## src/inc/sleep_pkg.sv

```systemverilog
// constants and types for the sleep mode and reset pin controller
package sleep_pkg;
	// ==========================================
	// sleep mode encodings and widths
	typedef enum logic [2:0] {
		MODE_IDLE,
		MODE_ADC_NR,
		MODE_PWR_DOWN,
		MODE_PWR_SAVE,
		MODE_STANDBY
	} sleep_mode_t;
	localparam int          NUM_MODES      = 5;
	localparam int          PORT_B_WIDTH   = 8;
	localparam int          PORT_C_WIDTH   = 7;
	localparam int          PORT_D_WIDTH   = 8;
	localparam int          SHARED_PIN_BIT = 6;
	localparam int          TOSC1_BIT      = 6;
	localparam int          TOSC2_BIT      = 7;
	// ==========================================
	// timing
	localparam int          CLK_PERIOD_PS  = 4000;
	localparam int          MIN_RST_PULSE_NS = 1500;
	localparam int          MIN_RST_CYCLES =
		(MIN_RST_PULSE_NS * 1000 + CLK_PERIOD_PS - 1) / CLK_PERIOD_PS;
	localparam logic [9:0]  RST_CNT_MAX    = 10'(MIN_RST_CYCLES);
	localparam logic [9:0]  RST_CNT_RESET  = 10'h000;
	localparam logic [7:0]  ZERO8          = 8'h00;
endpackage

```

## src/design/reset_pulse_filter.sv

```systemverilog
// filter that turns a long enough low on the reset pin into a reset request
`timescale 1ns/1ps
module reset_pulse_filter
	import sleep_pkg::*;
(
	input  wire logic ref_clk,      // system clock
	input  wire logic rst_n,        // synchronised reset, active low
	input  wire logic clk_en,       // freezes state while low
	input  wire logic pin_low,      // synchronised low level on reset pin
	output logic      ext_reset     // long low seen
);
	logic [9:0] cnt_reg;
	logic [9:0] cnt_next;
	logic       hit_reg;
	logic       hit_next;

	always_comb begin
		cnt_next = cnt_reg;
		hit_next = hit_reg;
		if (!pin_low) begin
			cnt_next = RST_CNT_RESET;
			hit_next = 1'b0;
		end else if (cnt_reg >= RST_CNT_MAX - 10'h001) begin
			hit_next = 1'b1;
		end else begin
			cnt_next = cnt_reg + 10'h001;
		end
	end

	always_ff @(posedge ref_clk or negedge rst_n) begin
		if (!rst_n) begin
			cnt_reg <= RST_CNT_RESET;
			hit_reg <= 1'b0;
		end else if (clk_en) begin
			cnt_reg <= cnt_next;
			hit_reg <= hit_next;
		end
	end

	assign ext_reset = hit_reg;
endmodule

```

## src/design/sleep_reset_ctrl.sv

```systemverilog
// sleep mode clock gating, reset pin handling and port pin control
`timescale 1ns/1ps
// Summary of operation
// - five selectable sleep modes: idle, power-down, power-save, ADC noise, standby
// - idle halts the processor; SRAM, timers, SPI, interrupts keep running
// - power-down stops oscillator and all functions until interrupt or reset
// - power-save keeps the async timer running, rest as power-down
// - ADC noise mode stops processor and I/O except async timer and ADC
// - standby keeps the main oscillator running, rest sleeps
// - rst_n tri-states all port pins at once; a reset pin reset does so only on an enabled clock edge
// - reset pin low longer than minimum pulse causes reset
// - fuse programmed makes the shared pin plain I/O, else reset input
// - RC clock with async select routes two upper port B pins to timer oscillator
// - ports B and D have 8 pins, port C 7, each with pull-up
module sleep_reset_ctrl
	import sleep_pkg::*;
(
	input  wire logic                    ref_clk,             // system clock
	input  wire logic                    rst_n,               // async reset, active low
	input  wire logic                    clk_en,              // freezes state while low
	input  wire logic                    sleep_req,           // core executes sleep
	input  wire logic [2:0]              sleep_mode_sel,      // selected sleep mode
	input  wire logic                    wake_irq,            // pending wake interrupt
	input  wire logic                    reset_pin_disable_fuse, // shared pin is plain I/O
	input  wire logic                    int_rc_clock,        // chip runs on internal RC
	input  wire logic                    async_timer_clock_select, // async timer on pins
	input  wire logic [PORT_B_WIDTH-1:0] port_b_in,           // port B pin levels
	input  wire logic [PORT_C_WIDTH-1:0] port_c_in,           // port C pin levels
	input  wire logic [PORT_D_WIDTH-1:0] port_d_in,           // port D pin levels
	input  wire logic [PORT_B_WIDTH-1:0] port_b_out,          // port B drive value
	input  wire logic [PORT_B_WIDTH-1:0] port_b_dir,          // port B drive enable
	input  wire logic [PORT_B_WIDTH-1:0] port_b_pull,         // port B pull-up request
	input  wire logic [PORT_C_WIDTH-1:0] port_c_out,          // port C drive value
	input  wire logic [PORT_C_WIDTH-1:0] port_c_dir,          // port C drive enable
	input  wire logic [PORT_C_WIDTH-1:0] port_c_pull,         // port C pull-up request
	input  wire logic [PORT_D_WIDTH-1:0] port_d_out,          // port D drive value
	input  wire logic [PORT_D_WIDTH-1:0] port_d_dir,          // port D drive enable
	input  wire logic [PORT_D_WIDTH-1:0] port_d_pull,         // port D pull-up request
	output logic [PORT_B_WIDTH-1:0]      port_b_pins_o,       // port B pin output
	output logic [PORT_B_WIDTH-1:0]      port_b_pins_oe,      // port B output enable
	output logic [PORT_B_WIDTH-1:0]      port_b_pu_en,        // port B pull-up enable
	output logic [PORT_C_WIDTH-1:0]      port_c_pins_o,       // port C pin output
	output logic [PORT_C_WIDTH-1:0]      port_c_pins_oe,      // port C output enable
	output logic [PORT_C_WIDTH-1:0]      port_c_pu_en,        // port C pull-up enable
	output logic [PORT_D_WIDTH-1:0]      port_d_pins_o,       // port D pin output
	output logic [PORT_D_WIDTH-1:0]      port_d_pins_oe,      // port D output enable
	output logic [PORT_D_WIDTH-1:0]      port_d_pu_en,        // port D pull-up enable
	output logic [PORT_B_WIDTH-1:0]      port_b_sync,         // port B synchronised input
	output logic [PORT_C_WIDTH-1:0]      port_c_sync,         // port C synchronised input
	output logic [PORT_D_WIDTH-1:0]      port_d_sync,         // port D synchronised input
	output logic                         tosc_route,          // PB7..6 feed async timer
	output logic                         cpu_clk_en,          // processor clock enable
	output logic                         io_clk_en,           // timers, SPI, interrupts
	output logic                         adc_clk_en,          // converter clock enable
	output logic                         async_clk_en,        // async timer enable
	output logic                         main_osc_en,         // main oscillator enable
	output logic                         sleeping,            // in a sleep mode
	output logic                         sys_reset            // chip reset request
);
	// ==========================================
	// reset release and pin synchronisers
	logic       rst_s1_reg;
	logic       rst_s2_reg;
	logic       srst_n;
	logic [PORT_B_WIDTH-1:0] b_s1_reg;
	logic [PORT_B_WIDTH-1:0] b_s2_reg;
	logic [PORT_C_WIDTH-1:0] c_s1_reg;
	logic [PORT_C_WIDTH-1:0] c_s2_reg;
	logic [PORT_D_WIDTH-1:0] d_s1_reg;
	logic [PORT_D_WIDTH-1:0] d_s2_reg;

	always_ff @(posedge ref_clk or negedge rst_n) begin
		if (!rst_n) begin
			rst_s1_reg <= 1'b0;
			rst_s2_reg <= 1'b0;
		end else begin
			rst_s1_reg <= 1'b1;
			rst_s2_reg <= rst_s1_reg;
		end
	end
	assign srst_n = rst_s2_reg;

	always_ff @(posedge ref_clk or negedge srst_n) begin
		if (!srst_n) begin
			b_s1_reg <= ZERO8;
			b_s2_reg <= ZERO8;
			c_s1_reg <= 7'h7F;
			c_s2_reg <= 7'h7F;
			d_s1_reg <= ZERO8;
			d_s2_reg <= ZERO8;
		end else if (clk_en) begin
			b_s1_reg <= port_b_in;
			b_s2_reg <= b_s1_reg;
			c_s1_reg <= port_c_in;
			c_s2_reg <= c_s1_reg;
			d_s1_reg <= port_d_in;
			d_s2_reg <= d_s1_reg;
		end
	end

	// ==========================================
	// reset pin filter
	logic reset_pin_low;
	logic ext_reset;
	assign reset_pin_low = !reset_pin_disable_fuse && !c_s2_reg[SHARED_PIN_BIT];

	reset_pulse_filter u_filter (
		.ref_clk   (ref_clk),
		.rst_n     (srst_n),
		.clk_en    (clk_en),
		.pin_low   (reset_pin_low),
		.ext_reset (ext_reset)
	);

	// ==========================================
	// sleep state machine
	typedef enum logic [1:0] {ST_RUN, ST_SLEEP, ST_WAKE} pm_state_t;
	pm_state_t   state_reg;
	pm_state_t   state_next;
	sleep_mode_t mode_reg;
	sleep_mode_t mode_next;
	logic        cpu_next;
	logic        io_next;
	logic        adc_next;
	logic        async_next;
	logic        osc_next;

	always_comb begin
		state_next = state_reg;
		mode_next  = mode_reg;
		case (state_reg)
			ST_RUN: begin
				if (sleep_req && sleep_mode_sel < 3'(NUM_MODES)) begin
					mode_next  = sleep_mode_t'(sleep_mode_sel);
					state_next = ST_SLEEP;
				end
			end
			ST_SLEEP: begin
				if (wake_irq || ext_reset)
					state_next = ST_WAKE;
			end
			ST_WAKE: state_next = ST_RUN;
			default: state_next = ST_RUN;
		endcase
	end

	always_comb begin
		cpu_next   = 1'b1;
		io_next    = 1'b1;
		adc_next   = 1'b1;
		async_next = 1'b1;
		osc_next   = 1'b1;
		if (state_next == ST_SLEEP) begin
			cpu_next = 1'b0;
			case (mode_next)
				MODE_IDLE: ;
				MODE_ADC_NR: io_next = 1'b0;
				MODE_PWR_DOWN: begin
					io_next    = 1'b0;
					adc_next   = 1'b0;
					async_next = 1'b0;
					osc_next   = 1'b0;
				end
				MODE_PWR_SAVE: begin
					io_next  = 1'b0;
					adc_next = 1'b0;
					osc_next = 1'b0;
				end
				MODE_STANDBY: begin
					io_next    = 1'b0;
					adc_next   = 1'b0;
					async_next = 1'b0;
				end
				default: ;
			endcase
		end
	end

	always_ff @(posedge ref_clk or negedge srst_n) begin
		if (!srst_n) begin
			state_reg    <= ST_RUN;
			mode_reg     <= MODE_IDLE;
			cpu_clk_en   <= 1'b1;
			io_clk_en    <= 1'b1;
			adc_clk_en   <= 1'b1;
			async_clk_en <= 1'b1;
			main_osc_en  <= 1'b1;
			sleeping     <= 1'b0;
		end else if (clk_en) begin
			state_reg    <= state_next;
			mode_reg     <= mode_next;
			cpu_clk_en   <= cpu_next;
			io_clk_en    <= io_next;
			adc_clk_en   <= adc_next;
			async_clk_en <= async_next;
			main_osc_en  <= osc_next;
			sleeping     <= (state_next == ST_SLEEP);
		end
	end

	// ==========================================
	// port pin control, tri-stated in reset
	logic in_reset;
	assign in_reset = ext_reset;
	logic tosc_next;
	assign tosc_next = int_rc_clock && async_timer_clock_select;

	logic [PORT_B_WIDTH-1:0] b_oe_next;
	logic [PORT_C_WIDTH-1:0] c_oe_next;
	logic [PORT_D_WIDTH-1:0] d_oe_next;
	always_comb begin
		b_oe_next = in_reset ? ZERO8 : port_b_dir;
		if (tosc_next) begin
			b_oe_next[TOSC1_BIT] = 1'b0;
			b_oe_next[TOSC2_BIT] = 1'b0;
		end
		c_oe_next = in_reset ? 7'h00 : port_c_dir;
		if (!reset_pin_disable_fuse)
			c_oe_next[SHARED_PIN_BIT] = 1'b0;
		d_oe_next = in_reset ? ZERO8 : port_d_dir;
	end

	always_ff @(posedge ref_clk or negedge srst_n) begin
		if (!srst_n) begin
			port_b_pins_o  <= ZERO8;
			port_b_pins_oe <= ZERO8;
			port_b_pu_en   <= ZERO8;
			port_c_pins_o  <= 7'h00;
			port_c_pins_oe <= 7'h00;
			port_c_pu_en   <= 7'h00;
			port_d_pins_o  <= ZERO8;
			port_d_pins_oe <= ZERO8;
			port_d_pu_en   <= ZERO8;
			port_b_sync    <= ZERO8;
			port_c_sync    <= 7'h00;
			port_d_sync    <= ZERO8;
			tosc_route     <= 1'b0;
			sys_reset      <= 1'b0;
		end else if (clk_en) begin
			port_b_pins_o  <= port_b_out;
			port_b_pins_oe <= b_oe_next;
			port_b_pu_en   <= in_reset ? ZERO8 : (port_b_pull & ~port_b_dir);
			port_c_pins_o  <= port_c_out;
			port_c_pins_oe <= c_oe_next;
			port_c_pu_en   <= in_reset ? 7'h00 : (port_c_pull & ~port_c_dir);
			port_d_pins_o  <= port_d_out;
			port_d_pins_oe <= d_oe_next;
			port_d_pu_en   <= in_reset ? ZERO8 : (port_d_pull & ~port_d_dir);
			port_b_sync    <= b_s2_reg;
			port_c_sync    <= c_s2_reg;
			port_d_sync    <= d_s2_reg;
			tosc_route     <= tosc_next;
			sys_reset      <= ext_reset;
		end
	end

	// ==========================================
	// checks
	AST_IDLE_KEEPS_IO: assert property (@(posedge ref_clk) disable iff (!srst_n)
		(clk_en && state_next == ST_SLEEP && mode_next == MODE_IDLE) |=> (io_clk_en && !cpu_clk_en))
		else $error("idle gated the peripherals");
	AST_PDOWN_OSC_OFF: assert property (@(posedge ref_clk) disable iff (!srst_n)
		(clk_en && state_next == ST_SLEEP && mode_next == MODE_PWR_DOWN) |=> !main_osc_en)
		else $error("oscillator ran in power-down");
	AST_PSAVE_ASYNC: assert property (@(posedge ref_clk) disable iff (!srst_n)
		(clk_en && state_next == ST_SLEEP && mode_next == MODE_PWR_SAVE) |=> (async_clk_en && !io_clk_en))
		else $error("power-save lost the async timer");
	AST_ADC_NR: assert property (@(posedge ref_clk) disable iff (!srst_n)
		(clk_en && state_next == ST_SLEEP && mode_next == MODE_ADC_NR) |=> (adc_clk_en && !io_clk_en))
		else $error("adc noise mode clock wrong");
	AST_STANDBY_OSC: assert property (@(posedge ref_clk) disable iff (!srst_n)
		(clk_en && state_next == ST_SLEEP && mode_next == MODE_STANDBY) |=> (main_osc_en && !async_clk_en))
		else $error("standby stopped the oscillator");
	AST_RESET_TRISTATE: assert property (@(posedge ref_clk) disable iff (!srst_n)
		(clk_en && ext_reset) |=> (port_b_pins_oe == ZERO8 && port_d_pins_oe == ZERO8 && port_c_pins_oe == 7'h00))
		else $error("pins driven during reset");
	AST_RESET_PIN: assert property (@(posedge ref_clk) disable iff (!srst_n)
		(clk_en && ext_reset) |=> sys_reset)
		else $error("long low did not reset");
	AST_FUSE_IO: assert property (@(posedge ref_clk) disable iff (!srst_n)
		(clk_en && reset_pin_disable_fuse) |=> !ext_reset)
		else $error("fused pin acted as reset");
	AST_TOSC: assert property (@(posedge ref_clk) disable iff (!srst_n)
		(clk_en && int_rc_clock && async_timer_clock_select) |=> (tosc_route && !port_b_pins_oe[TOSC1_BIT]))
		else $error("timer oscillator pins not routed");
	AST_WAKE: assert property (@(posedge ref_clk) disable iff (!srst_n)
		(clk_en && state_reg == ST_SLEEP && wake_irq) ##1 clk_en |=> (cpu_clk_en && !sleeping))
		else $error("wake-up did not resume");
endmodule

```

## config.mk

```make
export PLATFORM = sky130hd
export DESIGN_NAME = sleep_reset_ctrl
export DESIGN_NICKNAME = d
export VERILOG_FILES = /design/src/inc/sleep_pkg.sv /design/src/design/reset_pulse_filter.sv /design/src/design/sleep_reset_ctrl.sv
export SDC_FILE = /design/constraint.sdc
export NUM_CORES = 1
export LEC_CHECK = 0
export BUFFER_PORTS_ARGS = -buffer_cell sky130_fd_sc_hd__clkbuf_2
export CELL_PAD_IN_SITES_DETAIL_PLACEMENT = 0
export CELL_PAD_IN_SITES_GLOBAL_PLACEMENT = 1
export CORE_ASPECT_RATIO = 2
export CORE_MARGIN = 2
export CORE_UTILIZATION = 38
export DETAILED_ROUTE_END_ITERATION = 8
export GPL_TIMING_DRIVEN = 0
export PLACE_DENSITY = 0.75
export SETUP_SLACK_MARGIN = 0.3
export SLEW_MARGIN = 0
export SYNTH_ARGS = -nofsm -noshare
export SYNTH_HDL_FRONTEND = slang
export SYNTH_SLANG_ARGS = --single-unit
```

## constraint.sdc

```tcl
create_clock -name ref_clk -period 6.4 [get_ports ref_clk]
set_input_delay 0.96 -clock ref_clk [delete_from_list [all_inputs] [get_ports ref_clk]]
set_output_delay 0.96 -clock ref_clk [all_outputs]
set_load 0.005 [all_outputs]
```

# After elaboration in Yosys (flattened, before gate mapping)

Cells that the tools add are included.

Add/sub/neg operators: 1
$lt $le $gt $ge: 2
Equality and inequality tests: 8
Multiplexer cells: 26
Bitwise operators: 6
Reductions and logical operators: 13

Operator list:

| kind                                                 | number |
|---|---|
| 2-to-1 mux 8 bit                                     | 4 |
| 2-to-1 mux 10 bit                                    | 2 |
| AND 8 bit                                            | 2 |
| inverter 8 bit                                       | 2 |
| 2-to-1 mux 7 bit                                     | 2 |
| 2-to-1 mux 1 bit                                     | 12 |
| adder 10 x 1 -> 10 bit, second input constant        | 1 |
| >= comparator 10 x 9 -> 1 bit, second input constant | 1 |
| AND 7 bit                                            | 1 |
| inverter 7 bit                                       | 1 |
| == test 3 x 2 -> 1 bit, second input constant        | 2 |
| 2-to-1 mux 2 bit                                     | 3 |
| 2-to-1 mux 3 bit                                     | 2 |
| == test 2 x 1 -> 1 bit, second input constant        | 2 |
| inequality test 2 bit, second input constant         | 2 |
| case mux 2 bit (2 select lines)                      | 1 |
| AND reduction 2 bit                                  | 2 |
| OR reduction 2 bit                                   | 2 |
| OR reduction 4 bit                                   | 1 |
| == test 3 x 1 -> 1 bit, second input constant        | 1 |
| == test 3 bit, second input constant                 | 1 |
| logical AND 1 bit                                    | 3 |
| < comparator 3 bit, second input constant            | 1 |
| OR reduction 3 bit                                   | 1 |
| 3 further kinds                                      | 4 |

Register bits: 164
Bits of input ports: 103
Output and inout bits: 100
Word-level logic and storage cells: 88

# Longest topological paths before layout

Depth in word-level cells: 8
Gate-level depth with buffers: 6
Gate-level depth less buffers: 6

# Modules after synthesis

From an unflattened synthesis, not the netlist that was laid out.

Cells, all modules: 532
Area, all modules: 6746.5 µm²

Modules (own cells, without submodules):

| module             | instances | cells an instance | area each (µm²) | seq. area each (µm²) |
|---|---|---|---|---|
| sleep_reset_ctrl   | 1         | 461               | 6082.1          | 3852.4 |
| reset_pulse_filter | 1         | 71                | 664.4           | 275.3 |

# Worst setup path before layout

Ideal clock, no wire load.

Path type: in2reg
From: input port clk_en
To: register main_osc_en
Setup time: 0.083 ns
Data arrival time: 2.015 ns
Data required time: 6.317 ns
Setup slack: 4.302 ns
Cell stages on the path: 5
Buffers on the path: 1
Cell sequence: buf_4 nand2_2 or4_1 and2_4 o32a_1

RTL lines:

| item                 | RTL line                | source |
|---|---|---|
| start, declared      | sleep_reset_ctrl.sv:20  | `input wire logic clk_en,` |
| end signal, assigned | sleep_reset_ctrl.sv:196 | `main_osc_en <= osc_next;` |
| end, declared        | sleep_reset_ctrl.sv:56  | `output logic main_osc_en,` |

# Final worst setup path

From: input port clk_en
To: register port_b_pins_oe[7]

RTL lines:

| item                 | RTL line                | source |
|---|---|---|
| end signal, assigned | sleep_reset_ctrl.sv:241 | `port_b_pins_oe <= b_oe_next;` |
| end, declared        | sleep_reset_ctrl.sv:40  | `output logic [PORT_B_WIDTH-1:0] port_b_pins_oe,` |

No word-level cell between the ends.

==> qor.yml <==
synth_warnings: 0
fin_skew_ps: 9.76
crit_fanout: 10
dp_hpwl_um: 12800
cellPowerDensity_nw_per_um2: 309
drc: 0
syn_inst: 501
synth.area.top_cells: "dfrtp_1 (55%), mux2_2 (16%), dfstp_2 (7.5%), o32ai_1 (3.0%), a31o_2 (2.6%)"
antenna_found_initial: 0
clk_latency_ps: 420
nets: 828
drive_above_1_share_pct: 53.1
reg2reg_depth: 6
syn_area_um2: 6650
crit_required_ps: 6670
cts_buffers: 17
synth_cell_type_count: 49
timing.critical_path.mode_cell: "buf_2"
crit_slowest_cell: "clkbuf_1"
status: "finished clean"
cts_tree: "yes"
worstMarginPinSlew_ps: 663
period_minus_slack_ps: 2050
vias: 4844
cp-end-kind: "flop"
grt_pass1_wl_um: 27700
largest_reg_flops: 10
wl_per_cell_um: 18.0
grt_max_degree: 74
cts_num_sinks: 164
die-height_um: 191
cts_resized: 0
slew_violations: 0
drt_iter0_drc: 122
worstSetupPathType: "input pin to flop"
cts-root-buf: "clkbuf_16"
globalplace.congestion: 0.854
fillerInstances: 1615
path_cells: "buf_4 > buf_2 > buf_2 > clkbuf_1 > o21ai_0"
routed_wl_um: 17000
hold_violations: 0
clk_pin_slew_worst_paths_ps: 70
synth-seq-area-share_pct: 62.1
cts_buffer_depth: 2
max-slew-margin-rel_pct: 55.8
timing.final.crit_share_pct: 32.0
start_util_pct: 38.7
ant_nets: 0
leakage_nw: 4.03
synthToLayoutAreaGrowth_pct: 29.1
postSynthAreaPerCell_um2: 13.3
synth_top_area_share_pct: 54.6
final_common_cell: "clkbuf_2"
via_per_inst: 5.12
num_rows: 68
post_cts_buffers: 0
fin_util_pct: 49.9
core_um2: 17200
firstDrtPassIters: 4
synth_top_flop_cell: "dfrtp_1"
fp.dieW_um: 97.5
start_kind: "input pin"
grt_pass1_vias: 5405
final_cell_mix: "clkbuf_2 (201), dfrtp_1 (144), mux2_2 (94)"
cp.arrival_ps: 2320
clock.fmax_mhz: 488
yosys_register_bits: 164
vdd_drop_max_mv: 0.178
synth-edff-count: 0
yosysTopAreaCell: "dfrtp_1"
pin_count: 203
h-tree-depth: 4
track_usage_pct: 19.0
dieArea_um2: 18600
min_path_type: "input pin to async pin"
antennaDiodeCount: 0
drv_cap: 0
port_buffers: 201
rsz0062_at_grt: "no"
ctsHoldBuffers: 0
syn-num-nets: 606
cpPeakStageDelay_ps: 430
globalRouteOverflowTotal: 0
setup_viol: 0
power_mw: 2.66
synth-async-reset-ratio_pct: 100
[final cells by class]
type	instances	area (µm²)	share of cell area, %
sequential	164	4130	48.1
multi-input combinational	276	2270	26.4
timing repair buffer	203	1060	12.4
clock buffer	23	488	5.69
tap	210	263	3.06
buffer	29	135	1.57
inverter	32	120	1.40
clock inverter	9	119	1.38
[worst paths after layout]
path	from	to	slack, ps
worst max-delay path	clk_en	port_b_pins_oe[7]$_DFFE_PN0P_	4350
worst min-delay path	rst_n	rst_s2_reg$_DFF_PN0_	310
worst max register to register	u_filter.cnt_reg[0]$_DFFE_PN0P_	u_filter.cnt_reg[3]$_DFFE_PN0P_	4540
worst min register to register	rst_s2_reg$_DFF_PN0_	port_d_sync[6]$_DFFE_PN0P_	320
max in group asynchronous	rst_s2_reg$_DFF_PN0_	c_s2_reg[6]$_DFFE_PN1P_	5260
min in group ref_clk	rst_s1_reg$_DFF_PN0_	rst_s2_reg$_DFF_PN0_	360
[critical path, delay by kind of cell]
family	cells	cell delay (ps)
compound gates	1	190
buf+inv	4	1160
[routing by layer]
layer	GRT usage, %	part of all wire [%]	wire [µm]	vias up
met5	0	0	0	-
li1	-	-	-	2224
met3	4.94	4.8	815	25
met2	36.4	58	9870	145
met4	7.80	2.2	371	0
met1	19.3	35	5960	2450
[power breakdown]
group	switching [mW]	internal [mW]
combinational	0.164	0.197
sequential	0.0788	1.18
clock	0.418	0.622
[Yosys cell counts (2+ instances only)]
cell / count
ha_1: 2
clkbuf_1: 10
inv_1: 32
a31o_2: 20
or4_1: 2
buf_2: 18
nor2b_1: 22
a21oi_1: 12
a211oi_1: 2
nand3b_1: 2
dfstp_2: 19
or3_1: 4
nor4_1: 3
o21a_1: 2
nand2_1: 28
dfrtp_1: 145
a2111oi_1: 2
nor2_1: 12
o32ai_1: 23
xnor2_1: 4
nand3_1: 6
mux2_2: 94
o21ai_0: 11
[kinds of logic after synthesis]
group,Yosys count,synth area share (%)
xor gates and xnor gates,4,0.527
buffers and inverters,61,3.84
and+or+nand+nor,88,6.94
DFF,164,62.1
adders and majority gates,2,0.376
muxes,95,16.1
other,1,0.0564
AOI/OAI and AO/OA,86,10.1
[per-stage QoR]
step	area, µm²	hold WS, ps	TNS [ps]	std cells	setup slack [ps]
global route	8580	282	0	946	4240
finish	8580	306	0	946	4350
CTS	8580	284	0	946	4290
global placement	7920	337	-5040	912	-55.8
detailed placement	7980	340	0	914	3840
floorplan	6650	331	0	501	1530
No activity file was read; power rests on OpenSTA's default activity.
